File: src/rtl/cip_ctrl_pkg.sv
// ----------------------------------------------------------------
// Shared constants for the component input control block
// ----------------------------------------------------------------
package cip_ctrl_pkg;

  // ----------------------------------------------------------------
  // Register subaddresses
  // ----------------------------------------------------------------
  localparam logic [7:0] SUB_CHROMA_SAT = 8'h90;
  localparam logic [7:0] SUB_HUE_ROT = 8'h91;
  localparam logic [7:0] SUB_LEVEL_GAIN = 8'h92;
  localparam logic [7:0] SUB_MIX_A = 8'h94;
  localparam logic [7:0] SUB_MIX_B = 8'h95;
  localparam logic [7:0] SUB_IN_SEL = 8'h96;
  localparam logic [7:0] SUB_MONITOR = 8'h97;

  // ----------------------------------------------------------------
  // Reset values and writable-bit masks
  // ----------------------------------------------------------------
  localparam logic [15:0] RST_CHROMA_SAT = 16'h0757; // Cr 29, Cb 23
  localparam logic [7:0] RST_HUE_ROT = 8'h00;
  localparam logic [15:0] RST_LEVEL_GAIN = 16'h1B44; // Contrast 27, bright 68
  localparam logic [7:0] RST_MIX_A = 8'hF0; // Key gain -1
  localparam logic [7:0] RST_MIX_B = 8'hE0; // Mode 11, offset 32
  localparam logic [7:0] RST_IN_SEL = 8'h40; // Decimation bypassed
  localparam logic [15:0] MASK_CHROMA_SAT = 16'h0FFF;
  localparam logic [7:0] MASK_HUE_ROT = 8'h3F;
  localparam logic [15:0] MASK_LEVEL_GAIN = 16'h3FFF;
  localparam logic [7:0] MASK_MIX_A = 8'hF3;
  localparam logic [7:0] MASK_IN_SEL = 8'hE6;

  // ----------------------------------------------------------------
  // Field positions
  // ----------------------------------------------------------------
  localparam int SAT_CB_LSB = 0;
  localparam int SAT_CR_LSB = 6;
  localparam int CONTRAST_LSB = 8;
  localparam int MIXA_DELAY_BIT = 0;
  localparam int MIXA_CURVE_BIT = 1;
  localparam int MIXA_GAIN_LSB = 4;
  localparam int MIXB_MODE_LSB = 6;
  localparam int SEL_RANGE_BIT = 1;
  localparam int SEL_PORT_BIT = 2;
  localparam int SEL_CLAMP_BIT = 5;
  localparam int SEL_BYPASS_BIT = 6;
  localparam int SEL_YCRCB_BIT = 7;

  // ----------------------------------------------------------------
  // Key arithmetic
  // ----------------------------------------------------------------
  localparam logic [6:0] KEY_FULL = 7'd64;
  localparam logic [6:0] KEY_CLAMP_BASE = 7'd31;

  // Serial port controller states
  typedef enum logic [2:0] {S_IDLE, S_ADDR, S_SUB, S_WR, S_RD} ser_state_t;

endpackage : cip_ctrl_pkg

File: src/rtl/component_input_mixer_control.sv
`timescale 1ns/1ps
// Overview of operation
// - Saturation holds blue and red chroma gains
// - Six-bit tint rotates component hue by tint/64 radians, up to half a radian
// - Signed brightness adds luma offset
// - Six-bit contrast scales component luma
// - Mixer bit zero picks path delay matching
// - Mixer bit one picks linear/nonlinear curve
// - Signed key gain scales key; middle bits zero
// - Offset correction subtracted from key
// - Mode: x0 component, 01 mix, 11 main
// - Range bit extends converter range 3 dB
// - Port bit selects input port one/two
// - Clamp bit fixes key at 31 minus offset
// - Bypass bit skips chroma decimation, set at reset
// - YCrCb/RGB select; bits four, three and zero held at zero
// - High flag sets on key, clears read-and-low
// - Fall flag latches falling key edge
// - Rise flag latches rising key edge
// - Live key level captured at read
// - Clip flag latches on input clip
module component_input_mixer_control #(
  parameter logic [6:0] DEV_ADDR = 7'h2B // Arbitrary bus address
) (
  // Clock and reset
  input wire logic CLK_SYS_I,
  input wire logic RST_B_I,
  // Serial control port (open drain data)
  input wire logic SCL_I,
  input wire logic SDA_I,
  output logic SDA_O,
  output logic SDA_OE_O,
  // Component and main video, system clock domain
  input wire logic [7:0] COMP_Y_I,
  input wire logic [7:0] COMP_CB_I,
  input wire logic [7:0] COMP_CR_I,
  input wire logic COMP_CLIP_I,
  input wire logic [7:0] MAIN_Y_I,
  input wire logic [7:0] MAIN_CB_I,
  input wire logic [7:0] MAIN_CR_I,
  // Blanking key pin
  input wire logic BLANKING_KEY_I,
  // Mixed video out
  output logic [7:0] MIX_Y_O,
  output logic [7:0] MIX_CB_O,
  output logic [7:0] MIX_CR_O,
  // Front-end controls
  output logic EXTENDED_RANGE_O,
  output logic INPUT_PORT_SELECT_O,
  output logic DECIMATION_BYPASS_O,
  output logic YCRCB_MODE_O,
  output logic PATH_DELAY_MODE_O
);

  // ----------------------------------------------------------------
  // Input synchronisers
  // ----------------------------------------------------------------
  logic [1:0] scl_sync_reg; // Bit 0 is the metastable stage
  logic [1:0] sda_sync_reg;
  logic [1:0] key_sync_reg;
  logic scl_prev_reg; // Delayed copies for edge detection
  logic sda_prev_reg;
  logic key_prev_reg;

  // Two flops per pin, edge detectors look only at the second
  always_ff @(posedge CLK_SYS_I)
  begin
    if (!RST_B_I)
    begin
      scl_sync_reg <= 2'b11;
      sda_sync_reg <= 2'b11;
      key_sync_reg <= 2'b00;
      scl_prev_reg <= 1'b1;
      sda_prev_reg <= 1'b1;
      key_prev_reg <= 1'b0;
    end
    else
    begin
      scl_sync_reg <= {scl_sync_reg[0], SCL_I};
      sda_sync_reg <= {sda_sync_reg[0], SDA_I};
      key_sync_reg <= {key_sync_reg[0], BLANKING_KEY_I};
      scl_prev_reg <= scl_sync_reg[1];
      sda_prev_reg <= sda_sync_reg[1];
      key_prev_reg <= key_sync_reg[1];
    end
  end

  wire scl = scl_sync_reg[1];
  wire sda = sda_sync_reg[1];
  wire key = key_sync_reg[1];
  wire scl_rise = scl & ~scl_prev_reg;
  wire scl_fall = ~scl & scl_prev_reg;
  wire bus_start = scl & scl_prev_reg & sda_prev_reg & ~sda;
  wire bus_stop = scl & scl_prev_reg & ~sda_prev_reg & sda;

  // ----------------------------------------------------------------
  // Register storage
  // ----------------------------------------------------------------
  logic [15:0] chroma_sat_reg;
  logic [7:0] hue_rot_reg;
  logic [15:0] level_gain_reg;
  logic [7:0] mix_a_reg;
  logic [7:0] mix_b_reg;
  logic [7:0] in_sel_reg;
  logic [4:0] monitor_reg; // Clip, live, rise, fall, high
  logic wr_stb; // One-cycle write commit
  logic [7:0] wr_sub;
  logic [15:0] wr_data;
  logic mon_read; // One-cycle monitor read strobe

  // Word registers take two bytes, high byte first
  function automatic logic is_word(input logic [7:0] s);
    is_word = (s == cip_ctrl_pkg::SUB_CHROMA_SAT) || (s == cip_ctrl_pkg::SUB_LEVEL_GAIN);
  endfunction : is_word

  // Control registers; reserved bits are dropped on write
  always_ff @(posedge CLK_SYS_I)
  begin
    if (!RST_B_I)
    begin
      chroma_sat_reg <= cip_ctrl_pkg::RST_CHROMA_SAT;
      hue_rot_reg <= cip_ctrl_pkg::RST_HUE_ROT;
      level_gain_reg <= cip_ctrl_pkg::RST_LEVEL_GAIN;
      mix_a_reg <= cip_ctrl_pkg::RST_MIX_A;
      mix_b_reg <= cip_ctrl_pkg::RST_MIX_B;
      in_sel_reg <= cip_ctrl_pkg::RST_IN_SEL;
    end
    else if (wr_stb)
    begin
      case (wr_sub)
        cip_ctrl_pkg::SUB_CHROMA_SAT:
          chroma_sat_reg <= wr_data & cip_ctrl_pkg::MASK_CHROMA_SAT;
        cip_ctrl_pkg::SUB_HUE_ROT:
          hue_rot_reg <= wr_data[7:0] & cip_ctrl_pkg::MASK_HUE_ROT;
        cip_ctrl_pkg::SUB_LEVEL_GAIN:
          level_gain_reg <= wr_data & cip_ctrl_pkg::MASK_LEVEL_GAIN;
        cip_ctrl_pkg::SUB_MIX_A: mix_a_reg <= wr_data[7:0] & cip_ctrl_pkg::MASK_MIX_A;
        cip_ctrl_pkg::SUB_MIX_B: mix_b_reg <= wr_data[7:0];
        cip_ctrl_pkg::SUB_IN_SEL: in_sel_reg <= wr_data[7:0] & cip_ctrl_pkg::MASK_IN_SEL;
        default: ; // Unmapped or read-only: ignored
      endcase
    end
  end

  // Monitor flags: an event in the read cycle wins over the clear
  always_ff @(posedge CLK_SYS_I)
  begin
    if (!RST_B_I)
      monitor_reg <= 5'h00;
    else
    begin
      monitor_reg[0] <= key | (monitor_reg[0] & ~(mon_read & ~key));
      monitor_reg[1] <= (~key & key_prev_reg) | (monitor_reg[1] & ~mon_read);
      monitor_reg[2] <= (key & ~key_prev_reg) | (monitor_reg[2] & ~mon_read);
      monitor_reg[3] <= mon_read ? key : monitor_reg[3];
      monitor_reg[4] <= COMP_CLIP_I | (monitor_reg[4] & ~mon_read);
    end
  end

  // Read view of a subaddress; live level is the current key
  function automatic logic [15:0] read_word(input logic [7:0] s, input logic [15:0] sat,
      input logic [7:0] hue, input logic [15:0] lvl, input logic [7:0] ma,
      input logic [7:0] mb, input logic [7:0] sel, input logic [4:0] mon, input logic k);
    case (s)
      cip_ctrl_pkg::SUB_CHROMA_SAT: read_word = sat;
      cip_ctrl_pkg::SUB_HUE_ROT: read_word = {8'h00, hue};
      cip_ctrl_pkg::SUB_LEVEL_GAIN: read_word = lvl;
      cip_ctrl_pkg::SUB_MIX_A: read_word = {8'h00, ma};
      cip_ctrl_pkg::SUB_MIX_B: read_word = {8'h00, mb};
      cip_ctrl_pkg::SUB_IN_SEL: read_word = {8'h00, sel};
      cip_ctrl_pkg::SUB_MONITOR: read_word = {11'h000, mon[4], k, mon[2:0]};
      default: read_word = 16'h0000;
    endcase
  endfunction : read_word

  // ----------------------------------------------------------------
  // Serial port: address, subaddress, data bytes
  // ----------------------------------------------------------------
  cip_ctrl_pkg::ser_state_t state_reg;
  logic [3:0] bit_cnt_reg; // Bits seen in current byte
  logic [7:0] shift_reg; // Incoming byte
  logic [7:0] tx_reg; // Outgoing bits, MSB first
  logic ack_phase_reg; // Ninth clock of a byte
  logic byte_idx_reg; // 0 = high byte of a word
  logic [7:0] sub_reg;
  logic [7:0] hold_hi_reg;
  logic [7:0] rd_byte;
  logic [15:0] rd_word;

  always_comb
  begin
    rd_word = read_word(sub_reg, chroma_sat_reg, hue_rot_reg, level_gain_reg, mix_a_reg,
        mix_b_reg, in_sel_reg, monitor_reg, key);
    rd_byte = (is_word(sub_reg) && !byte_idx_reg) ? rd_word[15:8] : rd_word[7:0];
  end

  assign mon_read = scl_fall && ack_phase_reg && state_reg == cip_ctrl_pkg::S_RD
    && sub_reg == cip_ctrl_pkg::SUB_MONITOR;

  // Byte framing, acknowledge and data shifting
  always_ff @(posedge CLK_SYS_I)
  begin
    wr_stb <= 1'b0;
    if (!RST_B_I)
    begin
      state_reg <= cip_ctrl_pkg::S_IDLE;
      bit_cnt_reg <= 4'h0;
      shift_reg <= 8'h00;
      tx_reg <= 8'h00;
      ack_phase_reg <= 1'b0;
      byte_idx_reg <= 1'b0;
      sub_reg <= 8'h00;
      hold_hi_reg <= 8'h00;
      wr_sub <= 8'h00;
      wr_data <= 16'h0000;
      SDA_OE_O <= 1'b0;
    end
    else if (bus_start)
    begin
      // Start or repeated start opens a new address byte
      state_reg <= cip_ctrl_pkg::S_ADDR;
      bit_cnt_reg <= 4'h0;
      ack_phase_reg <= 1'b0;
      SDA_OE_O <= 1'b0;
    end
    else if (bus_stop)
    begin
      state_reg <= cip_ctrl_pkg::S_IDLE;
      SDA_OE_O <= 1'b0;
    end
    else if (scl_rise && state_reg != cip_ctrl_pkg::S_IDLE)
    begin
      if (!ack_phase_reg)
      begin
        shift_reg <= {shift_reg[6:0], sda};
        bit_cnt_reg <= bit_cnt_reg + 4'h1;
      end
      else if (state_reg == cip_ctrl_pkg::S_RD && sda)
        state_reg <= cip_ctrl_pkg::S_IDLE; // Master declined more data
    end
    else if (scl_fall && state_reg != cip_ctrl_pkg::S_IDLE)
    begin
      if (ack_phase_reg)
      begin
        // End of ninth clock; a read drives its next byte at once
        ack_phase_reg <= 1'b0;
        SDA_OE_O <= 1'b0;
        if (state_reg == cip_ctrl_pkg::S_RD)
        begin
          SDA_OE_O <= ~rd_byte[7];
          tx_reg <= {rd_byte[6:0], 1'b0};
          byte_idx_reg <= is_word(sub_reg) ? ~byte_idx_reg : 1'b0;
        end
      end
      else if (bit_cnt_reg == 4'h8)
      begin
        bit_cnt_reg <= 4'h0;
        ack_phase_reg <= 1'b1;
        SDA_OE_O <= 1'b1; // Acknowledge by default
        case (state_reg)
          cip_ctrl_pkg::S_ADDR:
          begin
            byte_idx_reg <= 1'b0;
            if (shift_reg[7:1] != DEV_ADDR)
            begin
              // Not ours: stay off the bus until the next start
              state_reg <= cip_ctrl_pkg::S_IDLE;
              ack_phase_reg <= 1'b0;
              SDA_OE_O <= 1'b0;
            end
            else if (shift_reg[0])
              state_reg <= cip_ctrl_pkg::S_RD;
            else
              state_reg <= cip_ctrl_pkg::S_SUB;
          end
          cip_ctrl_pkg::S_SUB:
          begin
            sub_reg <= shift_reg;
            state_reg <= cip_ctrl_pkg::S_WR;
          end
          cip_ctrl_pkg::S_WR:
          begin
            if (is_word(sub_reg) && !byte_idx_reg)
            begin
              hold_hi_reg <= shift_reg;
              byte_idx_reg <= 1'b1;
            end
            else
            begin
              wr_stb <= 1'b1;
              wr_sub <= sub_reg;
              wr_data <= {is_word(sub_reg) ? hold_hi_reg : 8'h00, shift_reg};
              byte_idx_reg <= 1'b0;
            end
          end
          cip_ctrl_pkg::S_RD:
            SDA_OE_O <= 1'b0; // Master owns the ninth bit
          default:
            SDA_OE_O <= 1'b0;
        endcase
      end
      else if (state_reg == cip_ctrl_pkg::S_RD)
      begin
        SDA_OE_O <= ~tx_reg[7];
        tx_reg <= {tx_reg[6:0], 1'b0};
      end
    end
  end

  // Open drain: only ever pull low
  assign SDA_O = 1'b0;

  // ----------------------------------------------------------------
  // Component processing and key mixer
  // ----------------------------------------------------------------
  logic signed [17:0] y_p, cb_p, cr_p, cb_t, cr_t;
  logic signed [9:0] cb_c, cr_c, tint;
  logic [7:0] y_pix, cb_pix, cr_pix, cb_out, cr_out;
  logic [7:0] cb_prev_reg, cr_prev_reg; // Previous chroma for decimation
  logic [7:0] main_y_reg, main_cb_reg, main_cr_reg; // Main path match stage
  logic signed [9:0] key_g, key_o;
  logic [6:0] key_v, key_mix;
  logic [13:0] key_sq;

  localparam logic [6:0] KEY64 = cip_ctrl_pkg::KEY_FULL;
  // Saturate to one video byte
  function automatic logic [7:0] clip8(input logic signed [17:0] v);
    clip8 = (v < 18'sd0) ? 8'h00 : (v > 18'sd255) ? 8'hFF : v[7:0];
  endfunction : clip8

  // Weighted blend, k in 0..64 selects main
  function automatic logic [7:0] blend(input logic [7:0] c, input logic [7:0] m,
      input logic [6:0] k);
    logic [14:0] acc;
    acc = 15'(c) * 15'(KEY64 - k) + 15'(m) * 15'(k);
    blend = acc[13:6];
  endfunction : blend

  always_comb
  begin
    // Luma: contrast around black, then brightness offset
    y_p = ((($signed({10'h000, COMP_Y_I}) - 18'sd16)
        * $signed({12'h000, level_gain_reg[cip_ctrl_pkg::CONTRAST_LSB +: 6]})) >>> 5)
        + 18'sd16 + 18'($signed(level_gain_reg[7:0]));
    y_pix = clip8(y_p);
    // Chroma: small-angle hue rotation, then per-component gain
    cb_c = $signed({2'b00, COMP_CB_I}) - 10'sd128;
    cr_c = $signed({2'b00, COMP_CR_I}) - 10'sd128;
    tint = 10'($signed(hue_rot_reg[5:0]));
    cb_t = 18'(cb_c) - ((18'(cr_c) * 18'(tint)) >>> 6);
    cr_t = 18'(cr_c) + ((18'(cb_c) * 18'(tint)) >>> 6);
    cb_p = ((cb_t * $signed({12'h000, chroma_sat_reg[cip_ctrl_pkg::SAT_CB_LSB +: 6]})) >>> 5)
        + 18'sd128;
    cr_p = ((cr_t * $signed({12'h000, chroma_sat_reg[cip_ctrl_pkg::SAT_CR_LSB +: 6]})) >>> 5)
        + 18'sd128;
    cb_pix = clip8(cb_p);
    cr_pix = clip8(cr_p);
    // Two-tap average unless the decimation filter is bypassed
    cb_out = in_sel_reg[cip_ctrl_pkg::SEL_BYPASS_BIT] ? cb_pix
        : 8'((9'(cb_pix) + 9'(cb_prev_reg)) >> 1);
    cr_out = in_sel_reg[cip_ctrl_pkg::SEL_BYPASS_BIT] ? cr_pix
        : 8'((9'(cr_pix) + 9'(cr_prev_reg)) >> 1);
    // Key: gain scales the full key as (8 + gain) / 8
    key_g = key ? 10'sd8 * (10'sd8 + 10'($signed(mix_a_reg[cip_ctrl_pkg::MIXA_GAIN_LSB +: 4])))
        : 10'sd0;
    if (in_sel_reg[cip_ctrl_pkg::SEL_CLAMP_BIT])
      key_o = $signed({3'b000, cip_ctrl_pkg::KEY_CLAMP_BASE})
        - $signed({4'h0, mix_b_reg[5:0]});
    else
      key_o = key_g - $signed({4'h0, mix_b_reg[5:0]});
    key_v = (key_o < 10'sd0) ? 7'd0 : (key_o > 10'sd64) ? KEY64 : key_o[6:0];
    key_sq = 14'(key_v) * 14'(key_v);
    key_mix = mix_a_reg[cip_ctrl_pkg::MIXA_CURVE_BIT] ? key_sq[12:6] : key_v;
    case (mix_b_reg[cip_ctrl_pkg::MIXB_MODE_LSB +: 2])
      2'b01: ; // Key controls the blend
      2'b11: key_mix = KEY64;
      default: key_mix = 7'd0;
    endcase
  end

  // Output stage; normal delay mode holds main video one cycle
  always_ff @(posedge CLK_SYS_I)
  begin
    if (!RST_B_I)
    begin
      cb_prev_reg <= 8'h80;
      cr_prev_reg <= 8'h80;
      main_y_reg <= 8'h00;
      main_cb_reg <= 8'h80;
      main_cr_reg <= 8'h80;
      MIX_Y_O <= 8'h00;
      MIX_CB_O <= 8'h80;
      MIX_CR_O <= 8'h80;
    end
    else
    begin
      cb_prev_reg <= cb_pix;
      cr_prev_reg <= cr_pix;
      main_y_reg <= MAIN_Y_I;
      main_cb_reg <= MAIN_CB_I;
      main_cr_reg <= MAIN_CR_I;
      if (mix_a_reg[cip_ctrl_pkg::MIXA_DELAY_BIT])
      begin
        MIX_Y_O <= blend(y_pix, MAIN_Y_I, key_mix);
        MIX_CB_O <= blend(cb_out, MAIN_CB_I, key_mix);
        MIX_CR_O <= blend(cr_out, MAIN_CR_I, key_mix);
      end
      else
      begin
        MIX_Y_O <= blend(y_pix, main_y_reg, key_mix);
        MIX_CB_O <= blend(cb_out, main_cb_reg, key_mix);
        MIX_CR_O <= blend(cr_out, main_cr_reg, key_mix);
      end
    end
  end

  // ----------------------------------------------------------------
  // Front-end control outputs
  // ----------------------------------------------------------------
  assign EXTENDED_RANGE_O = in_sel_reg[cip_ctrl_pkg::SEL_RANGE_BIT];
  assign INPUT_PORT_SELECT_O = in_sel_reg[cip_ctrl_pkg::SEL_PORT_BIT];
  assign DECIMATION_BYPASS_O = in_sel_reg[cip_ctrl_pkg::SEL_BYPASS_BIT];
  assign YCRCB_MODE_O = in_sel_reg[cip_ctrl_pkg::SEL_YCRCB_BIT];
  assign PATH_DELAY_MODE_O = mix_a_reg[cip_ctrl_pkg::MIXA_DELAY_BIT];

endmodule : component_input_mixer_control

File: config.mk
export PLATFORM = sky130hd
export DESIGN_NAME = component_input_mixer_control
export DESIGN_NICKNAME = d
export VERILOG_FILES = /design/src/rtl/cip_ctrl_pkg.sv /design/src/rtl/component_input_mixer_control.sv
export SDC_FILE = /design/constraint.sdc
export NUM_CORES = 2
export LEC_CHECK = 0
export BUFFER_PORTS_ARGS = -buffer_cell sky130_fd_sc_hd__buf_2
export CAP_MARGIN = 20
export CORE_MARGIN = 1
export CORE_UTILIZATION = 55
export CTS_CLUSTER_DIAMETER = 30
export CTS_CLUSTER_SIZE = 24
export DETAILED_ROUTE_END_ITERATION = 6
export GPL_TIMING_DRIVEN = 0
export PLACE_DENSITY = 0.74
export SYNTH_ARGS = -nofsm -noshare
export SYNTH_HDL_FRONTEND = slang
export SYNTH_SLANG_ARGS = --single-unit
File: constraint.sdc
create_clock -name CLK_SYS_I -period 17.42 [get_ports CLK_SYS_I]
set_input_delay 0.871 -clock CLK_SYS_I [delete_from_list [all_inputs] [get_ports CLK_SYS_I]]
set_output_delay 0.871 -clock CLK_SYS_I [all_outputs]
set_load 0.01 [all_outputs]
==> out/metrics.cfg <==
[global_routing]
grt_pass1_vias = 33260
grt_max_degree = 20
antenna_found_initial = 4
grt_use_total = 0.3074
grt_overflow = 0
grt_pass1_wl_um = 173700

[floorplan]
dieArea_sq_um = 72300
die_h_um = 268.9
ios = 85
placeableCoreArea_sq_um = 70270
fp.dieW_um = 268.9
start_util = 0.5575
std_cell_rows = 97

[clocking]
cts_max_level = 4
clock_path_buffers = 2
clkTransAtPathRegs_ns = 0.08
root_buffer = clkbuf_16
clock-sinks = 190
clk_latency_ns = 0.51
numCtsBuffers = 17
hold_buffers = 0
cts_tree = yes

[placed_design]
gp_congestion = 0.9489
io_buffers = 83
dpl.cell_count = 5684
dpl_worst_slack_ns = -3.134
hpwlAfterDp_um = 84520

[pwr]
vdd_drop_max_mv = 0.1537
p_leak_nw = 21.72
powerDensity_nw_per_um2 = 88.31

[synthesis]
ys_top_cells_by_count = 852 x inv_1, 578 x fa_1, 497 x nand2_1
synth.area.top_cells = fa_1 30%, ha_1 15%, dfxtp_1 9.7%
avgSynthCellArea_sq_um = 8.424
async_flop_share = 0
synth.most_common_cell = inv_1
yosysTopAreaCellShare = 0.2954
yosys.area.top_type = fa_1
ys_types = 98
yosysSeqAreaShare = 0.09710
ys_seq_elements = 190
yosysWarnings = 0
synth-edff-count = 0
synth_flop_cell = dfxtp_1
netlist_area_sq_um = 39170
synthCells = 4650

[cells_and_area]
area_delta_synth_final_pct = 13.81
drive_above_1_share = 0.1251
final_core_util = 0.6345
final_cells = 5857
nets = 6008

[timing]
maxSlewHeadroom = 0.1832
timing.final.ws_setup_ns = -1.355
setup-violations-final = 14
slew_viol_final = 0
fmax_mhz = 53.26
hold_viol = 0
whs_ns = 0.4459
post-route-period-util = 1.078
tns_ns = -13.35
period_minus_slack_ns = 18.77
skew_ns = 0.01302
grt_setup_unrepaired = yes
tightest_slew_ns = 1.225

[worst_setup_path]
cp.arrival_ns = 19.09
cp.required_ns = 17.74
slowest_delay_ns = 0.58
path_common_cell = fa_1
cp_max_fo = 7
slowest_stage = fa_1
worst_setup_path_start_kind = input port
critical_path_class = in -> reg
cp-end-kind = flip-flop

[status]
violations = setup timing
status = finished with violations

[detailed_routing]
drt_iter0_drc = 2222
wire_per_inst_um = 18.39
vias = 32740
dr.pass1.iters = 6
ant_nets = 0
via_per_inst = 5.590
drt_drc_violations_left = 0
wl_um = 107700

[worst_hold_path]
worstHoldPathType = reg -> reg

[job]
drv_cap = 0

-- cells by family (layout without fill, tap and decap cells) --
kind of cell | after synthesis | count (layout) | synth area share
XOR/XNOR | 219 | 219 | 0.04951
AO/OA/AOI/OAI | 554 | 554 | 0.09409
adder cells (fa/ha/maj) | 1052 | 1052 | 0.4467
other | 1 | 9 | 0.00009573
flip-flops | 190 | 190 | 0.09710
multiplexers | 60 | 60 | 0.01575
buffers and inverters | 1000 | 1259 | 0.09604
AND/OR/NAND/NOR | 1574 | 1574 | 0.2007
-- repair_timing --
item	4_1_cts	5_1_grt
pin swaps	192	126
gates resized for setup	229	112
endpoints found under the setup margin	16	21
buffers inserted	99	45
-- routing by layer --
layer  wire [um]  part of all wire  vias up  GRT usage
met5           8          0.000074        -          0
met4        4172             0.039        2     0.1189
met3        7884             0.073      218    0.04603
met2       50310              0.47     1164     0.5036
met1       45340              0.42    16150     0.4094
li1            -                 -    15200          -
-- cell usage in the layout (no fill, tap or decap), types with 76 or more instances in the layout --
master    Yosys  final
inv_1       852    816
fa_1        578    572
nand2_1     497    488
ha_1        473    428
and2_1      403    391
nor2_1      282    263
dfxtp_1     190    184
a21oi_1     191    160
xnor2_1     158    134
clkbuf_1    136    128
buf_4         1    121
buf_2         4     83
nor3_1       86     76
-- path summary, 6_finish.rpt --
path / to / start / cells past startpoint / slack [ns]
min: key_sync_reg[1] / key_sync_reg[0] / 1 / 0.45
max: MIX_CB_O[7] / COMP_CR_I[3] / 85 / -1.35
min reg2reg: key_sync_reg[1] / key_sync_reg[0] / 1 / 0.45
max reg2reg: MIX_CB_O[7] / hue_rot_reg[0] / 85 / -1.34
-- metrics by stage --
step	area, sq um	power, W
2_1_floorplan	39700	0.002153
3_3_place_gp	41290	0.002671
3_5_place_dp	41340	0.002699
4_1_cts	43800	0.003622
5_1_grt	44580	0.004184
6_report	44590	0.003937
-- report_power, final --
part	internal (W)	switching, W	leakage (nW)	total, W
Combinational	0.00133	0.00172	19.9	0.00305
Clock	0.000191	0.000219	0.277	0.000410
Sequential	0.000457	0.0000173	1.55	0.000474
Total	0.00198	0.00196	21.7	0.00394
-- cell type report --
class / instances / area [sq um]
Multi-Input combinational cell: 3467 / 33540
Fill cell: 5771 / 25690
Sequential cell: 190 / 3826
Inverter: 855 / 3209
Timing Repair Buffer: 230 / 1659
Tap cell: 940 / 1176
Buffer: 142 / 594.3
Clock buffer: 18 / 429.2
Clock inverter: 14 / 143.9
Antenna cell: 1 / 2.502
-- worst max-delay path: cells and delay by family --
kind                       cells  cell delay (ns)
AOI/OAI and AO/OA             21             4.30
xor gates and xnor gates       6             1.09
adders and majority gates     22             9.09
buffers and inverters         16             1.34
and+or+nand+nor               20             2.41
No activity file was read; power rests on OpenSTA's default activity.
